File: src/core/gth_pkg.sv
// constants shared by the talker framer and the hold-off logic
// assumes a single 40 MHz system clock for every file that imports it
package gth_pkg;
   // terminator byte values
   localparam logic [7:0] CHAR_CR = 8'h0D;
   localparam logic [7:0] CHAR_LF = 8'h0A;
   // terminator select codes
   localparam logic [1:0] TERM_CR_LF = 2'h0;
   localparam logic [1:0] TERM_LF_CR = 2'h1;
   localparam logic [1:0] TERM_CR = 2'h2;
   localparam logic [1:0] TERM_LF = 2'h3;
   localparam logic [1:0] TERM_RESET = TERM_CR_LF;
   // eoi / hold-off codes
   localparam logic [2:0] EH_BOTH_ON = 3'h0;
   localparam logic [2:0] EH_EOI_OFF = 3'h1;
   localparam logic [2:0] EH_HOLD_OFF = 3'h2;
   localparam logic [2:0] EH_BOTH_OFF = 3'h4;
   localparam logic [2:0] EH_RESET = EH_BOTH_ON;
   // kind of command string being executed
   localparam logic [1:0] KIND_PLAIN = 2'h0;
   localparam logic [1:0] KIND_FMT = 2'h1;
   localparam logic [1:0] KIND_WAVE = 2'h2;
   // timing
   localparam int CLK_HZ = 40000000;
   localparam int HOLD_FMT_MS = 61;
   localparam int HOLD_WAVE_MS = 200;
   localparam int HOLD_FMT_CYC = HOLD_FMT_MS * (CLK_HZ / 1000);
   localparam int HOLD_WAVE_CYC = HOLD_WAVE_MS * (CLK_HZ / 1000);
   localparam int HOLD_W = 24;
   // framer states
   typedef enum logic [1:0] {
      FR_DATA,
      FR_TERM1,
      FR_TERM2
   } gth_fr_t;
endpackage : gth_pkg

File: src/core/gth_buf2.sv
// two-entry valid/ready buffer between the data source and the framer
// assumes both sides on sys_clk_i; ready toward the source comes only from the registered count
`timescale 1ns/1ps
module gth_buf2 #(
   parameter int WIDTH = 9
) (
   // clock and reset
   input wire logic sys_clk_i,
   input wire logic sys_rst_i,
   // filling side
   input wire logic in_valid_i,
   input wire logic [WIDTH-1:0] in_data_i,
   output logic in_ready_o,
   // draining side
   output logic out_valid_o,
   output logic [WIDTH-1:0] out_data_o,
   input wire logic out_ready_i
);
   typedef struct packed {
      logic [1:0][WIDTH-1:0] mem;
      logic wr_ptr;
      logic rd_ptr;
      logic [1:0] count;
   } gth_buf_t;

   gth_buf_t s_q;
   gth_buf_t s_d;
   logic push;
   logic pop;

   // honest full and empty flags
   assign in_ready_o = (s_q.count != 2'h2);
   assign out_valid_o = (s_q.count != 2'h0);
   assign out_data_o = s_q.mem[s_q.rd_ptr];
   assign push = in_valid_i && in_ready_o;
   assign pop = out_valid_o && out_ready_i;

   // pointer and occupancy update
   always_comb begin
      s_d = s_q;
      if (push) begin
         s_d.mem[s_q.wr_ptr] = in_data_i;
         s_d.wr_ptr = ~s_q.wr_ptr;
      end
      if (pop) begin
         s_d.rd_ptr = ~s_q.rd_ptr;
      end
      if (push && !pop) begin
         s_d.count = s_q.count + 2'h1;
      end else if (pop && !push) begin
         s_d.count = s_q.count - 2'h1;
      end
   end

   always_ff @(posedge sys_clk_i) begin
      if (sys_rst_i) begin
         s_q <= '0;
      end else begin
         s_q <= s_d;
      end
   end
endmodule : gth_buf2

File: src/core/gth_core.sv
// talker terminator framing and listener hold-off for the instrument bus port
// assumes command parsing and the bus handshake engine sit outside on sys_clk_i
`timescale 1ns/1ps
module gth_core
   import gth_pkg::*;
#(
   parameter int HOLD_FMT_CYCLES = HOLD_FMT_CYC,
   parameter int HOLD_WAVE_CYCLES = HOLD_WAVE_CYC
) (
   // clock and reset
   input wire logic sys_clk_i,
   input wire logic sys_rst_i,
   // outgoing data string from the instrument
   input wire logic src_valid_i,
   input wire logic [7:0] src_data_i,
   input wire logic src_last_i,
   output logic src_ready_o,
   // framed bytes toward the bus handshake engine
   output logic tx_valid_o,
   output logic [7:0] tx_data_o,
   output logic tx_eoi_o,
   input wire logic tx_ready_i,
   // parsed settings, staged until processing ends; term_disable_i acts at once
   input wire logic term_set_i,
   input wire logic [1:0] term_code_i,
   input wire logic eh_set_i,
   input wire logic [2:0] eh_code_i,
   input wire logic term_disable_i,
   // command execution events
   input wire logic exec_i,
   input wire logic [1:0] exec_kind_i,
   input wire logic proc_done_i,
   input wire logic dev_clear_i,
   // bus hold-off and live settings
   output logic nrfd_hold_o,
   output logic [1:0] term_sel_o,
   output logic eoi_en_o,
   output logic hold_en_o
);
   typedef struct packed {
      logic [1:0] term_sel;
      logic eoi_en;
      logic hold_en;
      logic term_pend;
      logic [1:0] term_stage;
      logic eh_pend;
      logic eoi_stage;
      logic hold_stage;
      logic hold;
      logic done_seen;
      logic [HOLD_W-1:0] hold_cnt;
      gth_fr_t fr;
      logic tx_valid;
      logic [7:0] tx_data;
      logic tx_eoi;
   } gth_state_t;

   localparam logic [HOLD_W-1:0] FMT_CNT = HOLD_W'(HOLD_FMT_CYCLES);
   localparam logic [HOLD_W-1:0] WAVE_CNT = HOLD_W'(HOLD_WAVE_CYCLES);

   gth_state_t s_q;
   gth_state_t s_d;
   logic buf_valid;
   logic buf_ready;
   logic [8:0] buf_data;
   logic can_load;
   logic [7:0] term_first;
   logic [7:0] term_second;
   logic term_two;

   // stall absorber so a receiver stall loses no word
   gth_buf2 #(
      .WIDTH(9)
   ) u_buf (
      .sys_clk_i(sys_clk_i),
      .sys_rst_i(sys_rst_i),
      .in_valid_i(src_valid_i),
      .in_data_i({src_last_i, src_data_i}),
      .in_ready_o(src_ready_o),
      .out_valid_o(buf_valid),
      .out_data_o(buf_data),
      .out_ready_i(buf_ready)
   );

   always_comb begin
      term_first = ((s_q.term_sel == TERM_LF_CR) || (s_q.term_sel == TERM_LF)) ? CHAR_LF : CHAR_CR;
      term_second = (s_q.term_sel == TERM_CR_LF) ? CHAR_LF : CHAR_CR;
      term_two = (s_q.term_sel == TERM_CR_LF) || (s_q.term_sel == TERM_LF_CR);
   end

   // output register may load when empty or being taken
   assign can_load = !s_q.tx_valid || tx_ready_i;
   assign buf_ready = can_load && (s_q.fr == FR_DATA);

   always_comb begin
      s_d = s_q;
      if (tx_ready_i) begin
         s_d.tx_valid = 1'b0;
      end
      // framer: data bytes, then the terminator after the sequence end
      case (s_q.fr)
         FR_DATA: begin
            if (can_load && buf_valid) begin
               s_d.tx_valid = 1'b1;
               s_d.tx_data = buf_data[7:0];
               // end marker only at whole end
               s_d.tx_eoi = buf_data[8] && s_q.eoi_en && term_disable_i;
               if (buf_data[8] && !term_disable_i) begin
                  s_d.fr = FR_TERM1;
               end
            end
         end
         FR_TERM1: begin
            if (can_load) begin
               s_d.tx_valid = 1'b1;
               s_d.tx_data = term_first;
               s_d.tx_eoi = !term_two && s_q.eoi_en;
               s_d.fr = term_two ? FR_TERM2 : FR_DATA;
            end
         end
         FR_TERM2: begin
            if (can_load) begin
               s_d.tx_valid = 1'b1;
               s_d.tx_data = term_second;
               s_d.tx_eoi = s_q.eoi_en;
               s_d.fr = FR_DATA;
            end
         end
         default: begin
            s_d.fr = FR_DATA;
         end
      endcase

      // staging of parsed settings; unknown codes are dropped
      if (term_set_i) begin
         s_d.term_pend = 1'b1;
         s_d.term_stage = term_code_i;
      end
      if (eh_set_i) begin
         case (eh_code_i)
            EH_BOTH_ON: begin
               s_d.eh_pend = 1'b1;
               s_d.eoi_stage = 1'b1;
               s_d.hold_stage = 1'b1;
            end
            EH_EOI_OFF: begin
               s_d.eh_pend = 1'b1;
               s_d.eoi_stage = 1'b0;
               s_d.hold_stage = 1'b1;
            end
            EH_HOLD_OFF: begin
               s_d.eh_pend = 1'b1;
               s_d.eoi_stage = 1'b1;
               s_d.hold_stage = 1'b0;
            end
            EH_BOTH_OFF: begin
               s_d.eh_pend = 1'b1;
               s_d.eoi_stage = 1'b0;
               s_d.hold_stage = 1'b0;
            end
            default: begin
               s_d.eh_pend = s_q.eh_pend;
            end
         endcase
      end

      if (proc_done_i) begin
         if (s_q.term_pend) begin
            s_d.term_sel = s_q.term_stage;
         end
         if (s_q.eh_pend) begin
            s_d.eoi_en = s_q.eoi_stage;
            s_d.hold_en = s_q.hold_stage;
         end
         s_d.term_pend = term_set_i;
         s_d.eh_pend = eh_set_i && s_d.eh_pend;
      end

      if (dev_clear_i) begin
         s_d.term_sel = TERM_RESET;
         s_d.eoi_en = 1'b1;
         s_d.hold_en = 1'b1;
         s_d.term_pend = 1'b0;
         s_d.eh_pend = 1'b0;
      end

      // hold timer counts the typical minimum for slow commands
      if (s_q.hold_cnt != '0) begin
         s_d.hold_cnt = s_q.hold_cnt - HOLD_W'(1);
      end
      if (proc_done_i) begin
         s_d.done_seen = 1'b1;
      end
      if (s_q.hold && s_q.done_seen && (s_q.hold_cnt == '0)) begin
         s_d.hold = 1'b0;
      end
      if (exec_i && s_q.hold_en) begin
         s_d.hold = 1'b1;
         s_d.done_seen = 1'b0;
         if (exec_kind_i == KIND_FMT) begin
            s_d.hold_cnt = FMT_CNT;
         end else if (exec_kind_i == KIND_WAVE) begin
            s_d.hold_cnt = WAVE_CNT;
         end else begin
            s_d.hold_cnt = '0;
         end
      end
   end

   always_ff @(posedge sys_clk_i) begin
      if (sys_rst_i) begin
         s_q <= '0;
         s_q.term_sel <= TERM_RESET;
         s_q.eoi_en <= 1'b1;
         s_q.hold_en <= 1'b1;
         s_q.fr <= FR_DATA;
      end else begin
         s_q <= s_d;
      end
   end

   // registered outputs
   assign tx_valid_o = s_q.tx_valid;
   assign tx_data_o = s_q.tx_data;
   assign tx_eoi_o = s_q.tx_eoi;
   assign nrfd_hold_o = s_q.hold;
   assign term_sel_o = s_q.term_sel;
   assign eoi_en_o = s_q.eoi_en;
   assign hold_en_o = s_q.hold_en;
endmodule : gth_core

File: config.mk
export PLATFORM = sky130hd
export DESIGN_NAME = gth_core
export DESIGN_NICKNAME = d
export VERILOG_FILES = /design/src/core/gth_pkg.sv /design/src/core/gth_buf2.sv /design/src/core/gth_core.sv
export SDC_FILE = /design/constraint.sdc
export NUM_CORES = 1
export LEC_CHECK = 0
export BUFFER_PORTS_ARGS = -buffer_cell sky130_fd_sc_hd__buf_2
export CORE_UTILIZATION = 52
export CTS_CLUSTER_DIAMETER = 150
export DETAILED_ROUTE_END_ITERATION = 8
export GPL_TIMING_DRIVEN = 0
export PLACE_DENSITY_LB_ADDON = 0.15
export SLEW_MARGIN = 25
export SYNTH_ARGS = -nofsm -noshare
export SYNTH_HDL_FRONTEND = slang
export SYNTH_SLANG_ARGS = --single-unit
export TNS_END_PERCENT = 5
File: constraint.sdc
create_clock -name sys_clk_i -period 2.05 [get_ports sys_clk_i]
set_input_delay 0.205 -clock sys_clk_i [delete_from_list [all_inputs] [get_ports sys_clk_i]]
set_output_delay 0.205 -clock sys_clk_i [all_outputs]
set_load 0.005 [all_outputs]
# Word level (Yosys, flattened, before mapping)
# Index checks and enable logic that the tools add are counted.
# Widths: inputs -> output; s select.
[totals]
regBits = 70
input_bits = 26
output_inout_bits = 16
word_cells = 114
[op_classes]
add_sub_neg = 3
order_cmp = 3
eq_ne = 14
mux = 29
n_bitwise = 2
n_reduce_logical = 43
[op_table]
columns = ["cell", "count"]
rows = [
  ["$mux 23", 2],
  ["$mux 12", 3],
  ["$pmux 10 s3", 1],
  ["$mux 9", 3],
  ["$mux 26", 1],
  ["$logic_not 24->1", 1],
  ["$mux 24", 1],
  ["$reduce_bool 24->1", 1],
  ["$sub 24x1->24 const B", 1],
  ["$bwmux 18", 1],
  ["$logic_and 1x1->1", 15],
  ["$mux 3", 4],
  ["$reduce_bool 2->1", 5],
  ["$demux 9 s1", 1],
  ["$mux 2", 4],
  ["$pmux 2 s4", 1],
  ["$reduce_and 4->1", 2],
  ["$eq 2x1->1 const B", 3],
  ["$eq 2x2->1 const B", 3],
  ["$mux 1", 6],
  ["$ne 2x2->1 const B", 3],
  ["$pmux 2 s3", 1],
  ["$reduce_and 2->1", 3],
  ["$logic_not 1->1", 5],
  ["other kinds (16)", 23],
]

# Logic depth before layout (Yosys ltp)
# Gate-level depths: netlist of the first run.
[depth]
depth_word = 7
mapped_depth = 8
ltp_nobuf = 7

# Cells and area by module
# From an unflattened synthesis of the first run, not the netlist that was laid out.
[hier_totals]
hier_cells = 397
hier_area_um2 = 3507.1
[modules_own_cells]
columns = ["module", "n_inst", "cells_per_inst", "area_each_um2", "seq_area_each_um2"]
rows = [
  ["gth_core", 1, 283, 2419.8, 960.9],
  ["gth_buf2", 1, 114, 1087.3, 440.4],
]

# Worst setup path after synthesis of the first run
# OpenSTA, ideal clock, no wires.
[synth_path]
path_kind = "reg2reg"
start = "register s_q[12] (netlist name)"
end = "register s_q[33] (netlist name)"
setup_time_ns = 0.131
t_arrival_ns = 1.780
required_ns = 1.919
setup_slack_ns = 0.139
path_stages_with_launch = 9
path_buffers = 1
period_less_slack_ns = 1.911
path_cell_list = "dfxtp_1 > inv_1 > ha_1 > or4b_1 > and3b_2 > buf_4 > nand2_2 > nand2_1 > o32ai_1"
[synth_between]
elab_chain_cells = 3
word_cells_on_any_way = 5
classes_between = "1 x add/sub; 2 x mux; 2 x reduce/logical"
[synth_lines]
columns = ["element", "line_no", "rtl"]
rows = [
  ["from (decl)", "gth_core.sv:61", "gth_state_t s_q;"],
  ["$sub 24x1->24", "gth_core.sv:189", "s_d.hold_cnt = s_q.hold_cnt - HOLD_W'(1);"],
  ["$mux 24", "gth_core.sv:188", "if (s_q.hold_cnt != '0) begin"],
  ["$mux 26", "gth_core.sv:197", "if (exec_i && s_q.hold_en) begin"],
]
# Parallel ways exist; a longest one is shown, timed or not. The select of a mux whose other input is x is not followed.
# A chain may end at the register's enable or synchronous reset.

# Worst setup path in the final report of the first run
[layout_path]
start = "register s_q[12] (netlist name)"
end = "register s_q[18] (netlist name)"
# The elaborated chain is that of the path after synthesis.

==> results.md, run 1 <==
- Of all flip-flops after synthesis, the portion carrying an async set or reset was 0.
- In the post-synthesis netlist, the biggest area contributors are sky130_fd_sc_hd__dfxtp_1 41%, sky130_fd_sc_hd__mux2i_1 6.5%, sky130_fd_sc_hd__a21oi_1 5.9%.
- At the pin with the least slew margin, the transition time is 726 ps.
- Counting every net in the synthesized netlist gives 425.
- The critical path data arrival time is 2180 ps.
- The final wirelength is 7380 µm.
- The tightest min-delay check is of the in -> reg type.
- In this run the horizontal extent of the chip is 83.0 µm.
- The count of buffer and inverter cells on the critical path is 2.
- For this design the total switching power over the nets is 1400 µW.
- The worst endpoint required time is 2260 ps.
- The worst-skew pair later-pin latency is 350 ps.
- Of all nets on the critical path, the largest fanout is 10.
- The leading cell type in the layout, fill and taps excluded is sky130_fd_sc_hd__dfxtp_1.
- The register area is 1400 µm².
- The top cell types in the final layout, fill and taps aside, are 69 x sky130_fd_sc_hd__dfxtp_1, 53 x sky130_fd_sc_hd__nor2_1, 43 x sky130_fd_sc_hd__buf_2.
- The vias per cell is 5.51.
- The root buffer selected by CTS is sky130_fd_sc_hd__clkbuf_8.
- The number of setup violations in the final report is 0.
- In this run the power density over the cells is 1060 nW/µm².
- Once detailed placement completed, the half-perimeter wirelength came to 5290 µm.
- The portion of total power attributed to sequential cells is 0.394.
- The capture point of the worst reg-to-reg path is s_q[18].
- The share of the clock period used by the worst path after layout is 0.962.
- Routability-driven placement finished with a final weighted congestion of 0.872.
- After the first detailed-routing iteration, the DRC count stood at 133.
- Once the clock tree was built, the setup fixing pass inserted 0 buffers.
- The worst setup path is captured at a flip-flop.
- The total I/O pin count is 42.
- For this run, the top clock speed supported by timing is 507 MHz.
- The number of remaining DRC errors is 0.
- Clock skew on the completed layout was measured at 9.21 ps.
- The share of power burned in combinational logic is 0.317.
- Dividing the synthesized area by the synthesized cell count gives 8.76 µm².
- The count of pins over their slew limit is 0.
- Yosys mapped a number of flops with a built-in enable equal to 0.
- The number of distinct library cells after synthesis is 53.
- The share of the yosys chip area belonging to registers is 0.411.
- In this design, the stage delay of the slowest critical-path cell is 460 ps.
- The worst hold path depth is 2.
- The register clock-pin slew on the reported worst setup and hold paths is 80 ps.
- The worst slack after detailed placement is -128 ps.
- Dividing the detail-routed wire length by the instance count gives 14.1 µm.
- The instance area after placement is 3710 µm².
- The fraction of post-synthesis cell area in the top cell type by area is 0.411.
- The leakage power total is 0.00168 µW.
- In the final design database the tool counted 477 nets.
- The internal power of the cells totals 2800 µW.
- The filler cell count is 567.
- The layout-stage area growth over the synthesis result is 16.2%.
- The number of detailed-routing iterations run before antenna repair is 4.
- The CTS sink count is 70.
- The library cell with the largest summed area after synthesis is sky130_fd_sc_hd__dfxtp_1.
- Among all flip-flop cells after synthesis, the most frequent one is sky130_fd_sc_hd__dfxtp_1.
- The die covers 6880 µm².
- The cell count after synthesis is 389.
- The antenna diode count is 0.
- Of the total power, the share spent switching nets is 0.333.
- Among all stages on the critical path, the largest delay is contributed by sky130_fd_sc_hd__or4b_4.
- The mapped netlist covers 3410 µm².
- Among the stages of the critical path, the cell type that occurs most often is sky130_fd_sc_hd__a21oi_1.
- The critical path start-end classification is reg -> reg.
- The final worst-path setup slack is 78.5 ps.
- Walking the worst path, the cells encountered are inv_1 > ha_1 > or4b_4 > and3b_2 > buf_6 > a21oi_1 > xnor2_1 > a21oi_1.
- In the global route stage, overall resource usage came out at 0.219.
- For flop-to-flop paths, the worst setup slack is 80 ps.
- In this run the tool buffered the top-level ports with 41 buffer cells.
- The first-pass GRT wire length is 12100 µm.
- Entering global routing, the biggest net connects 12 pins.
- For this run the aggregate overflow at the end of global routing stands at 0.
- The worst-case hold path end point is s_q[43].
- Across all hold checks on the routed design, the worst slack comes to 67.4 ps.
- The total via count in the routed design is 2881.
- The synthesis warning total is 0.
- The worst register-to-register path begins at s_q[12].
- The die is 83.0 µm tall.
- The number of antenna violations at the first check in global routing is 0.
- Counting I/O delays and the setup requirement, the final critical path takes 1970 ps.
- Once layout is done, the placed cells without fillers occupy 3960 µm².
- Counting cells, the worst reg-to-reg path comes to 8.
- The cell class contributing the biggest share of worst-path delay is simple AND/OR/NAND/NOR gates.
- The critical hold path startpoint is dev_clear_i.
- The count of endpoints failing hold in the final timing report was 0.
- The initial standard-cell utilization of the core is 0.537.
- The post-route antenna net violation count is 0.
- The number of global-route vias before repair was 2652.
- TritonCTS created 9 clock buffers.
- In this run, synthesis produced a sequential element count of 70.
- IR analysis of the VDD net gives a maximum drop of 886 µV.
- No sink is reached through more buffers than the 2 on the longest clock path.
- The worst setup path is launched from a flip-flop.
- The reported max-cap violation count is 0.
- TritonCTS built the clock tree.
- The site row count is 29.
- CTS built an H-tree with a depth of 3.
- The run finished with clean final reports.
- The multi-input combinational cells in the finished layout cover a total of 1860 µm².
- The share of post-route cells with drive strength above 1 is 0.200.
- The normalized max-slew margin is 0.512.
- The standard cell core area is 6350 µm².
- Of the total power, the clock network draws 0.289.
==> stage by stage <==
stage	total power, µW	cells	utilization	setup TNS, ps
after detailed placement	2970	507	0.584	-704
after global routing	4450	523	0.624	-43.2
after global placement	2940	507	0.584	-551
after floorplan	2670	389	-	0
final	4200	523	0.624	0
after CTS	4180	523	0.620	0
==> kinds of logic after synthesis <==
family                     Yosys count  share of synthesized area
buffers and inverters               36                     0.0525
muxes                               24                     0.0712
AOI/OAI and AO/OA                   90                      0.157
and+or+nand+nor                    136                      0.212
DFF                                 70                      0.411
adders and majority gates           10                     0.0367
xor gates and xnor gates            23                     0.0591
==> power groups by stage <==
stage / combinational, µW / sequential, µW / clock (µW)
after global routing: 1470 / 1670 / 1300
after global placement: 1270 / 1670 / 0
after floorplan: 1010 / 1650 / 0
after detailed placement: 1290 / 1680 / 0
after CTS: 1310 / 1650 / 1230
final: 1330 / 1650 / 1210
==> registers in the layout, summed over array words and instances (netlist names) <==
register	cells
u_buf.s_q	22
s_q	33
tx_data_o	8
term_sel_o	2
hold_en_o	1
eoi_en_o	1
tx_valid_o	1
nrfd_hold_o	1
tx_eoi_o	1
==> routing by layer <==
layer	part of all wire	wire length [µm]	GRT usage	up-vias
li1	-	-	-	1467
met4	0.019	143	0.0768	0
met1	0.47	3450	0.281	1331
met3	0.050	366	0.0596	15
met5	0	0	0	-
met2	0.46	3420	0.352	68
==> worst max-delay path by stage <==
stage	startpoint	endpoint	slack, ps	cells after the start
detailed placement	s_q[12]	s_q[33]	-130	8
global placement	s_q[12]	s_q[33]	-110	8
CTS	s_q[12]	s_q[33]	8	8
global route	s_q[12]	s_q[25]	-20	8
finish	s_q[12]	s_q[18]	80	8
floorplan	s_q[12]	s_q[33]	140	8
==> synthesized netlist by cell type (4+ instances only) <==
| cell type | instances |
|---|---|
| sky130_fd_sc_hd__o21ai_0 | 15 |
| sky130_fd_sc_hd__dfxtp_1 | 70 |
| sky130_fd_sc_hd__clkbuf_1 | 7 |
| sky130_fd_sc_hd__nand2b_1 | 4 |
| sky130_fd_sc_hd__a211oi_1 | 5 |
| sky130_fd_sc_hd__ha_1 | 10 |
| sky130_fd_sc_hd__mux2i_1 | 22 |
| sky130_fd_sc_hd__nor3_1 | 12 |
| sky130_fd_sc_hd__nor4_1 | 5 |
| sky130_fd_sc_hd__nor2_1 | 53 |
| sky130_fd_sc_hd__xor2_1 | 9 |
| sky130_fd_sc_hd__nand3_1 | 5 |
| sky130_fd_sc_hd__inv_1 | 13 |
| sky130_fd_sc_hd__nand4_1 | 4 |
| sky130_fd_sc_hd__a21oi_1 | 40 |
| sky130_fd_sc_hd__buf_4 | 11 |
| sky130_fd_sc_hd__o21ai_1 | 12 |
| sky130_fd_sc_hd__nand2_1 | 28 |
| sky130_fd_sc_hd__xnor2_1 | 14 |
==> layout make-up <==
| cell class | instances | share of cell area |
|---|---|---|
| clock inverters | 4 | 0.0177 |
| flip-flops and latches | 70 | 0.354 |
| repair buffers | 41 | 0.0518 |
| well taps | 77 | 0.0243 |
| clock buffers | 12 | 0.0366 |
| plain buffers | 23 | 0.0344 |
| inverters | 13 | 0.0123 |
| multi-input cells | 283 | 0.469 |
==> what timing repair did <==
item / 4_1_cts / 5_1_grt
hold buffers: 0 / 0
gates resized for setup: 3 / 8
endpoints found under the hold margin: 0 / 0
gates cloned: 0 / 0
pin swaps: 0 / 2
endpoints found under the setup margin: 9 / 31
(Power assumes the default switching activity.)
==> run 2, diff against run 1 <==
--- a/config.mk
+++ b/config.mk
@@ -10,7 +10,7 @@
 export CTS_CLUSTER_DIAMETER = 150
 export DETAILED_ROUTE_END_ITERATION = 8
 export GPL_TIMING_DRIVEN = 0
-export PLACE_DENSITY_LB_ADDON = 0.15
+export PLACE_DENSITY = 0.81
 export SLEW_MARGIN = 25
 export SYNTH_ARGS = -nofsm -noshare
 export SYNTH_HDL_FRONTEND = slang
==> results.md, run 2 (synthesis gave the netlist of run 1 again) <==
- The antenna diode count is 0 (unchanged).
- The number of detailed-routing iterations run before antenna repair is 4 (unchanged).
- Traced cell by cell, the critical path runs through inv_1 > ha_1 > or4b_4 > and3b_2 > buf_6 > nand2_2 > nand2_4 > o32ai_1.
- The initial standard-cell utilization of the core was 0.537 (unchanged).
- The die height is 83.0 µm (unchanged).
- The top cell types in the final layout, fill and taps aside, are 69 x sky130_fd_sc_hd__dfxtp_1, 53 x sky130_fd_sc_hd__nor2_1, 43 x sky130_fd_sc_hd__buf_2.
- The instance area after placement came to 3710 µm² (unchanged).
- The CTS sink count came to 70 (unchanged).
- The count of buffers from port buffering is 41 (unchanged).
- The post-route non-filler standard cell count is 523 (unchanged).
- The finished layout cell area is 3930 µm² (-0.85%).
- The first-pass GRT wire length is 12700 µm (+5.5%).
- The final core area utilization came to 0.619 (-0.00532).
- The number of antenna violations at the first check in global routing is 0 (unchanged).
- The normalized max-slew margin is 0.469 (-0.0429).
- The die area was 6880 µm² (unchanged).
- The type of destination of the critical path is a flip-flop.
- The vias per cell is 5.66 (+2.8%).
- The flow ran to the end, and the final reports show no timing, DRC or antenna violations.
- The highest signal layer in the routed design is met4.
- The layout-stage area growth over the synthesis result is 15.2%.
- The wire length per cell after detailed routing is 14.7 µm (+4.1%).
- The standard cell core area is 6350 µm² (unchanged).
- The number of remaining DRC errors is 0 (unchanged).
- The site row count is 29 (unchanged).
- The final worst hold slack is 70.5 ps (+3.13 ps).
- The path class of the tightest hold or removal check is in -> reg.
- The final worst-path setup slack is 44.9 ps (-33.6 ps).
- The chip width is 83.0 µm (unchanged).
- The maximum number of pins on one net before global-route repair was 14 (+2).
- The net count of the finished layout is 477 (unchanged).
- The register with the most flip-flops is s_q.
- The share of post-route cells with drive strength above 1 was 0.204 (+0.00448).
- The flip-flop count of the largest register, all copies and words added is 33 (unchanged).
- The count of buffer and inverter cells on the critical path is 2 (unchanged).
- The number of global-route vias before repair is 2795 (+5.4%).
- The TritonCTS clock tree is built.
- The DRC violation total after the first TritonRoute iteration was 113 (-15%).
- The met1 layer wirelength in the final routing was 3260 µm (-5.5%).
- The number of setup violations in the final report is 0 (unchanged).
- The total met3 wirelength after detailed routing is 325 µm (-11%).
- The root buffer selected by CTS is sky130_fd_sc_hd__clkbuf_8.
- The maximum buffer depth of the clock tree is 2 (unchanged).
- The post-route clock skew came to 6.00 ps (-3.20 ps).
- The register clock-pin slew on the reported worst setup and hold paths was 80 ps (about the same).
- The placed wire-length estimate after detailed placement is 5360 µm (+1.3%).
- The H-tree depth is 3 (unchanged).
- The total length of routed met2 wires is 3920 µm (+14%).
- The critical path's largest stage delay was 470 ps (about the same).
- The post-route antenna net violation count came to 0 (unchanged).
- The critical path data arrival time was 2230 ps (+50 ps).
- The number of buffers created by CTS was 9 (unchanged).
- The count of pins over their slew limit was 0 (unchanged).
- The total I/O pin count is 42 (unchanged).
- The worst setup path is launched from a flip-flop.
- The overflow left after global routing was 0 (unchanged).
- The critical-path maximum fanout came to 10 (unchanged).
- The reported max-cap violation count is 0 (unchanged).
- On the critical path the largest part of the delay comes from simple AND/OR/NAND/NOR gates.
- The highest achievable clock rate is 499 MHz (-1.7%).
- The total routing resource utilization after global routing is 0.229 (+0.0102).
- The worst-skew pair later-pin latency is 350 ps (about the same).
- The worst endpoint required time is 2270 ps (about the same).
- Setup repair after global routing could not meet its margin everywhere.
- The power per cell area is 1030 nW/µm² (-2.5%).
- The total via count in the routed design is 2961 (+2.8%).
- Leaving out fill and tap cells, the most frequent cell in the layout is sky130_fd_sc_hd__dfxtp_1.
- The transition time at the pin with the least slew margin is 789 ps (+63.7 ps).
- The placed instance count is 507 (unchanged).
- The share of the clock period used by the worst path after layout is 0.978 (+0.0164).
- The peak supply drop is 799 µV (-9.9%).
- The largest individual stage delay along the critical path comes from the cell sky130_fd_sc_hd__or4b_4.
- The worst slack after detailed placement is -149 ps (-21.6 ps).
- The final wirelength is 7680 µm (+4.1%).
- The count of endpoints failing hold in the final timing report is 0 (unchanged).
- By startpoint and endpoint, the worst setup path is classified as reg -> reg.
- The hold-fix buffer count after cts is 0 (unchanged).
- The leakage power total was 0.00165 µW (-1.8%).
- The post-route minimum period was 2010 ps (+33.6 ps).
- The global placement routability congestion is 0.871 (about the same).
run 2: report_power, final:
| group | internal, µW | switching (µW) | total, µW |
|---|---|---|---|
| sequential | 1520 | 135 | 1650 |
| clock | 478 | 576 | 1050 |
| combinational | 570 | 780 | 1350 |
| total | 2570 | 1490 | 4060 |
run 2: worst paths after layout:
kind | depth (start not counted) | start | to | slack [ps]
min reg2reg | 2 | s_q[36] | s_q[36] | 470
max reg2reg | 8 | s_q[13] | s_q[33] | 40
min | 2 | dev_clear_i | s_q[43] | 70
max | 8 | s_q[13] | s_q[33] | 40
run 2: per-layer routing:
| metal | up-vias | global-route usage |
|---|---|---|
| met5 | - | 0 |
| met2 | 84 | 0.394 |
| met4 | 0 | 0.110 |
| met1 | 1398 | 0.274 |
| met3 | 17 | 0.0427 |
| li1 | 1462 | - |
run 2: final cells by class:
cell class / count / area, µm²
well taps: 77 / 96.3
inverters: 13 / 48.8
fillers: 521 / 2420
repair buffers: 42 / 213
flip-flops and latches: 70 / 1400
plain buffers: 22 / 131
clock buffers: 10 / 138
clock inverters: 6 / 46.3
multi-input cells: 283 / 1850
run 2: worst register-to-register path, cell delays in order (launching register included):
cell	delay, ps
sky130_fd_sc_hd__dfxtp_1	350
sky130_fd_sc_hd__inv_1	90
sky130_fd_sc_hd__ha_1	160
sky130_fd_sc_hd__or4b_4	470
sky130_fd_sc_hd__and3b_2	280
sky130_fd_sc_hd__buf_6	140
sky130_fd_sc_hd__nand2_2	140
sky130_fd_sc_hd__nand2_4	140
sky130_fd_sc_hd__o32ai_1	100
run 2: through the flow:
stage | setup TNS, ps | total power (µW)
CTS | 0 | 4030
detailed placement | -895 | 2980
finish | 0 | 4060
global placement | -545 | 2930
global route | -846 | 4290
floorplan | 0 | 2670
run 2: repair_timing:
action	4_1_cts	5_1_grt
endpoints found under the setup margin	8	29
setup buffers	1	0
gates resized for setup	2	7
pin swaps	1	1
==> run 3, diff against run 2 <==
--- a/config.mk
+++ b/config.mk
@@ -10,6 +10,7 @@
 export CTS_CLUSTER_DIAMETER = 150
 export DETAILED_ROUTE_END_ITERATION = 8
 export GPL_TIMING_DRIVEN = 0
+export HOLD_SLACK_MARGIN = 0.15
 export PLACE_DENSITY = 0.81
 export SLEW_MARGIN = 25
 export SYNTH_ARGS = -nofsm -noshare
==> results.md, run 3 (synthesis gave the netlist of run 1 again) <==
- The critical path data arrival time is 2220 ps (about the same).
- The total via count in the routed design came to 3022 (+2.1%).
- The setup slack of the most critical reg-to-reg path is 50 ps (about the same).
- The net switching power is 1490 µW (+0.12%).
- The root buffer selected by CTS is sky130_fd_sc_hd__clkbuf_8.
- In the layout the commonest cells are 69 x sky130_fd_sc_hd__dfxtp_1, 53 x sky130_fd_sc_hd__nor2_1, 43 x sky130_fd_sc_hd__buf_2.
- The worst slack after detailed placement was -149 ps (unchanged).
- The leakage power total is 0.00171 µW (+3.3%).
- The normalized max-slew margin is 0.466 (-0.00314).
- The final worst-path setup slack was 53.3 ps (+8.40 ps).
- The final total negative setup slack is 0 ps (unchanged).
- The number of antenna violations at the first check in global routing is 0 (unchanged).
- The chip width was 83.0 µm (unchanged).
- The register with the most flip-flops is s_q.
- The startpoint identified for the worst hold timing path is term_set_i.
- The worst register-to-register path begins at s_q[13].
- The share of post-route cells with drive strength above 1 is 0.198 (-0.00578).
- The number of buffers created by CTS is 9 (unchanged).
- The portion of total power attributed to sequential cells is 0.406 (-0.002).
- The total I/O pin count is 42 (unchanged).
- The die area was 6880 µm² (unchanged).
- The capture point of the worst reg-to-reg path is s_q[33].
- On the critical path, the stage with the largest delay is an instance of sky130_fd_sc_hd__or4b_4.
- The register area is 1400 µm² (unchanged).
- The kind of start point of the critical path is a flip-flop.
- The net count of the finished layout is 490 (+2.7%).
- The reported max-cap violation count is 0 (unchanged).
- The first-pass GRT wire length is 13100 µm (+2.8%).
- The count of buffers from port buffering is 41 (unchanged).
- Setup repair after global routing could not meet its margin everywhere.
- The critical path goes through inv_1 > ha_1 > or4b_4 > and3b_2 > buf_6 > nand2_2 > nand2_4 > o32ai_1.
- The post-route clock skew came to 4.77 ps (-1.23 ps).
- The total area of multi-input combinational cells is 1850 µm² (unchanged).
- The antenna diode count is 0 (unchanged).
- The worst setup path is of the reg -> reg kind.
- The worst-skew pair later-pin latency is 350 ps (about the same).
- The flow ran to the end, and the final reports show no timing, DRC or antenna violations.
- The leading cell type in the layout, fill and taps excluded is sky130_fd_sc_hd__dfxtp_1.
- The post-route minimum period was 2000 ps (-8.40 ps).
- The part of the power in the clock network was 0.258 (-0.002).
- The power per cell area is 1000 nW/µm² (-2.8%).
- The site row count is 29 (unchanged).
- The transition time at the pin with the least slew margin is 794 ps (+4.67 ps).
- The met1 layer wirelength in the final routing is 3330 µm (+2.3%).
- The worst setup path is captured at a flip-flop.
- The critical-path maximum fanout is 10 (unchanged).
- The global placement routability congestion is 0.871 (unchanged).
- The count of buffer and inverter cells on the critical path was 2 (unchanged).
- The cell class contributing the biggest share of worst-path delay is simple AND/OR/NAND/NOR gates.
- The maximum number of pins on one net before global-route repair is 14 (unchanged).
- The count of endpoints failing hold in the final timing report is 0 (unchanged).
- The path category of the worst min-delay check is in -> reg.
- The maximum buffer depth of the clock tree is 2 (unchanged).
- The wire length per cell after detailed routing was 14.8 µm (+0.64%).
- The initial standard-cell utilization of the core was 0.537 (unchanged).
- Relative to the synthesized area, the layout overhead comes to 19.1%.
- The count of pins over their slew limit was 0 (unchanged).
- The number of remaining DRC errors came to 0 (unchanged).
- The CTS sink count is 70 (unchanged).
- The share of power burned in combinational logic is 0.336 (+0.003).
- The number of global-route vias before repair is 2872 (+2.8%).
- The register clock-pin slew on the reported worst setup and hold paths is 80 ps (about the same).
- The placed instance count is 507 (unchanged).
- The fraction of power spent switching nets is 0.366 (-0.00117).
- The total met3 wirelength after detailed routing came to 318 µm (-2.2%).
- The total length of routed met2 wires is 4080 µm (+4.1%).
- The worst hold path depth was 3 (+1).
- The post-route antenna net violation count is 0 (unchanged).
- The critical path's largest stage delay was 470 ps (about the same).
- The number of detailed-routing iterations run before antenna repair is 5 (+1).
- The standard cell core area is 6350 µm² (unchanged).
- The highest achievable clock rate was 501 MHz (+0.42%).
- The final wirelength is 7920 µm (+3.1%).
- The internal power is 2580 µW (+0.63%).
- The vias per cell is 5.64 (-0.42%).
- The length in cells of the worst reg-to-reg path is 8 (unchanged).
- The number of setup violations in the final report is 0 (unchanged).
- The TritonCTS clock tree is built.
- The placed wire-length estimate after detailed placement is 5360 µm (unchanged).
- The overflow left after global routing came to 0 (unchanged).
- The H-tree depth is 3 (unchanged).
- The highest signal layer in the routed design is met4.
- The worst endpoint required time is 2270 ps (about the same).
- The die height is 83.0 µm (unchanged).
- The post-route non-filler standard cell count is 536 (+2.5%).
- The filler cell count was 498 (-4.4%).
- The worst-case hold path end point is s_q[42].
- The peak supply drop came to 801 µV (+0.32%).
- The share of the clock period used by the worst path after layout is 0.974 (-0.00410).
- The DRC violation total after the first TritonRoute iteration was 147 (+30%).
- The flip-flop count of the largest register, all copies and words added was 33 (unchanged).
- The total routing resource utilization after global routing came to 0.235 (+0.00590).
==> run 3: power by group through the flow <==
stage                     Sequential, µW  Clock, µW  Combinational [µW]
after floorplan                     1650          0                1010
after global placement              1670          0                1260
after detailed placement            1680          0                1300
after CTS                           1650       1060                1340
after global routing                1670       1130                1510
final                               1660       1050                1370
==> run 3: metal layers <==
metal / up-vias / track usage
li1: 1488 / -
met1: 1420 / 0.279
met2: 94 / 0.408
met3: 20 / 0.0427
met4: 0 / 0.113
met5: - / 0
==> run 3: tightest hold or removal path: cells and delay by family <==
family        cells  cell delay (ps)
buf+inv           1              120
simple gates      1               70
mux               1               80
==> run 3: final cells by class <==
cell class | count | area share
Sequential cell | 70 | 0.346
Multi-Input combinational cell | 283 | 0.456
Buffer | 22 | 0.0324
Clock inverter | 6 | 0.0114
Timing Repair Buffer | 55 | 0.0845
Tap cell | 77 | 0.0237
Clock buffer | 10 | 0.0339
Inverter | 13 | 0.0120
==> run 3: worst max-delay path by stage <==
stage                  from       to  slack (ps)  depth (start not counted)
finish              s_q[13]  s_q[33]          50                          8
global route        s_q[13]  s_q[20]        -100                          8
CTS                 s_q[12]  s_q[33]          20                          8
detailed placement  s_q[12]  s_q[33]        -150                          8
global placement    s_q[12]  s_q[33]        -100                          8
floorplan           s_q[12]  s_q[33]         140                          8
==> run 3: per-stage QoR <==
step           utilization  total power [µW]  instance area [µm²]  hold slack [ps]
6_report             0.639              4080                 4060              156
4_1_cts              0.636              4050                 4040              151
3_3_place_gp         0.584              2930                 3710              438
2_1_floorplan            -              2670                 3410              284
3_5_place_dp         0.584              2980                 3710              437
5_1_grt              0.639              4310                 4060              173
==> run 3: timing repair <==
item / in CTS / in global routing
setup buffers: 1 / 0
pin swaps: 1 / 1
hold buffers: 13 / 0
resized for setup: 2 / 7
endpoints found under the hold margin: 25 / 0
gates cloned: 0 / 0
endpoints found under the setup margin: 8 / 28
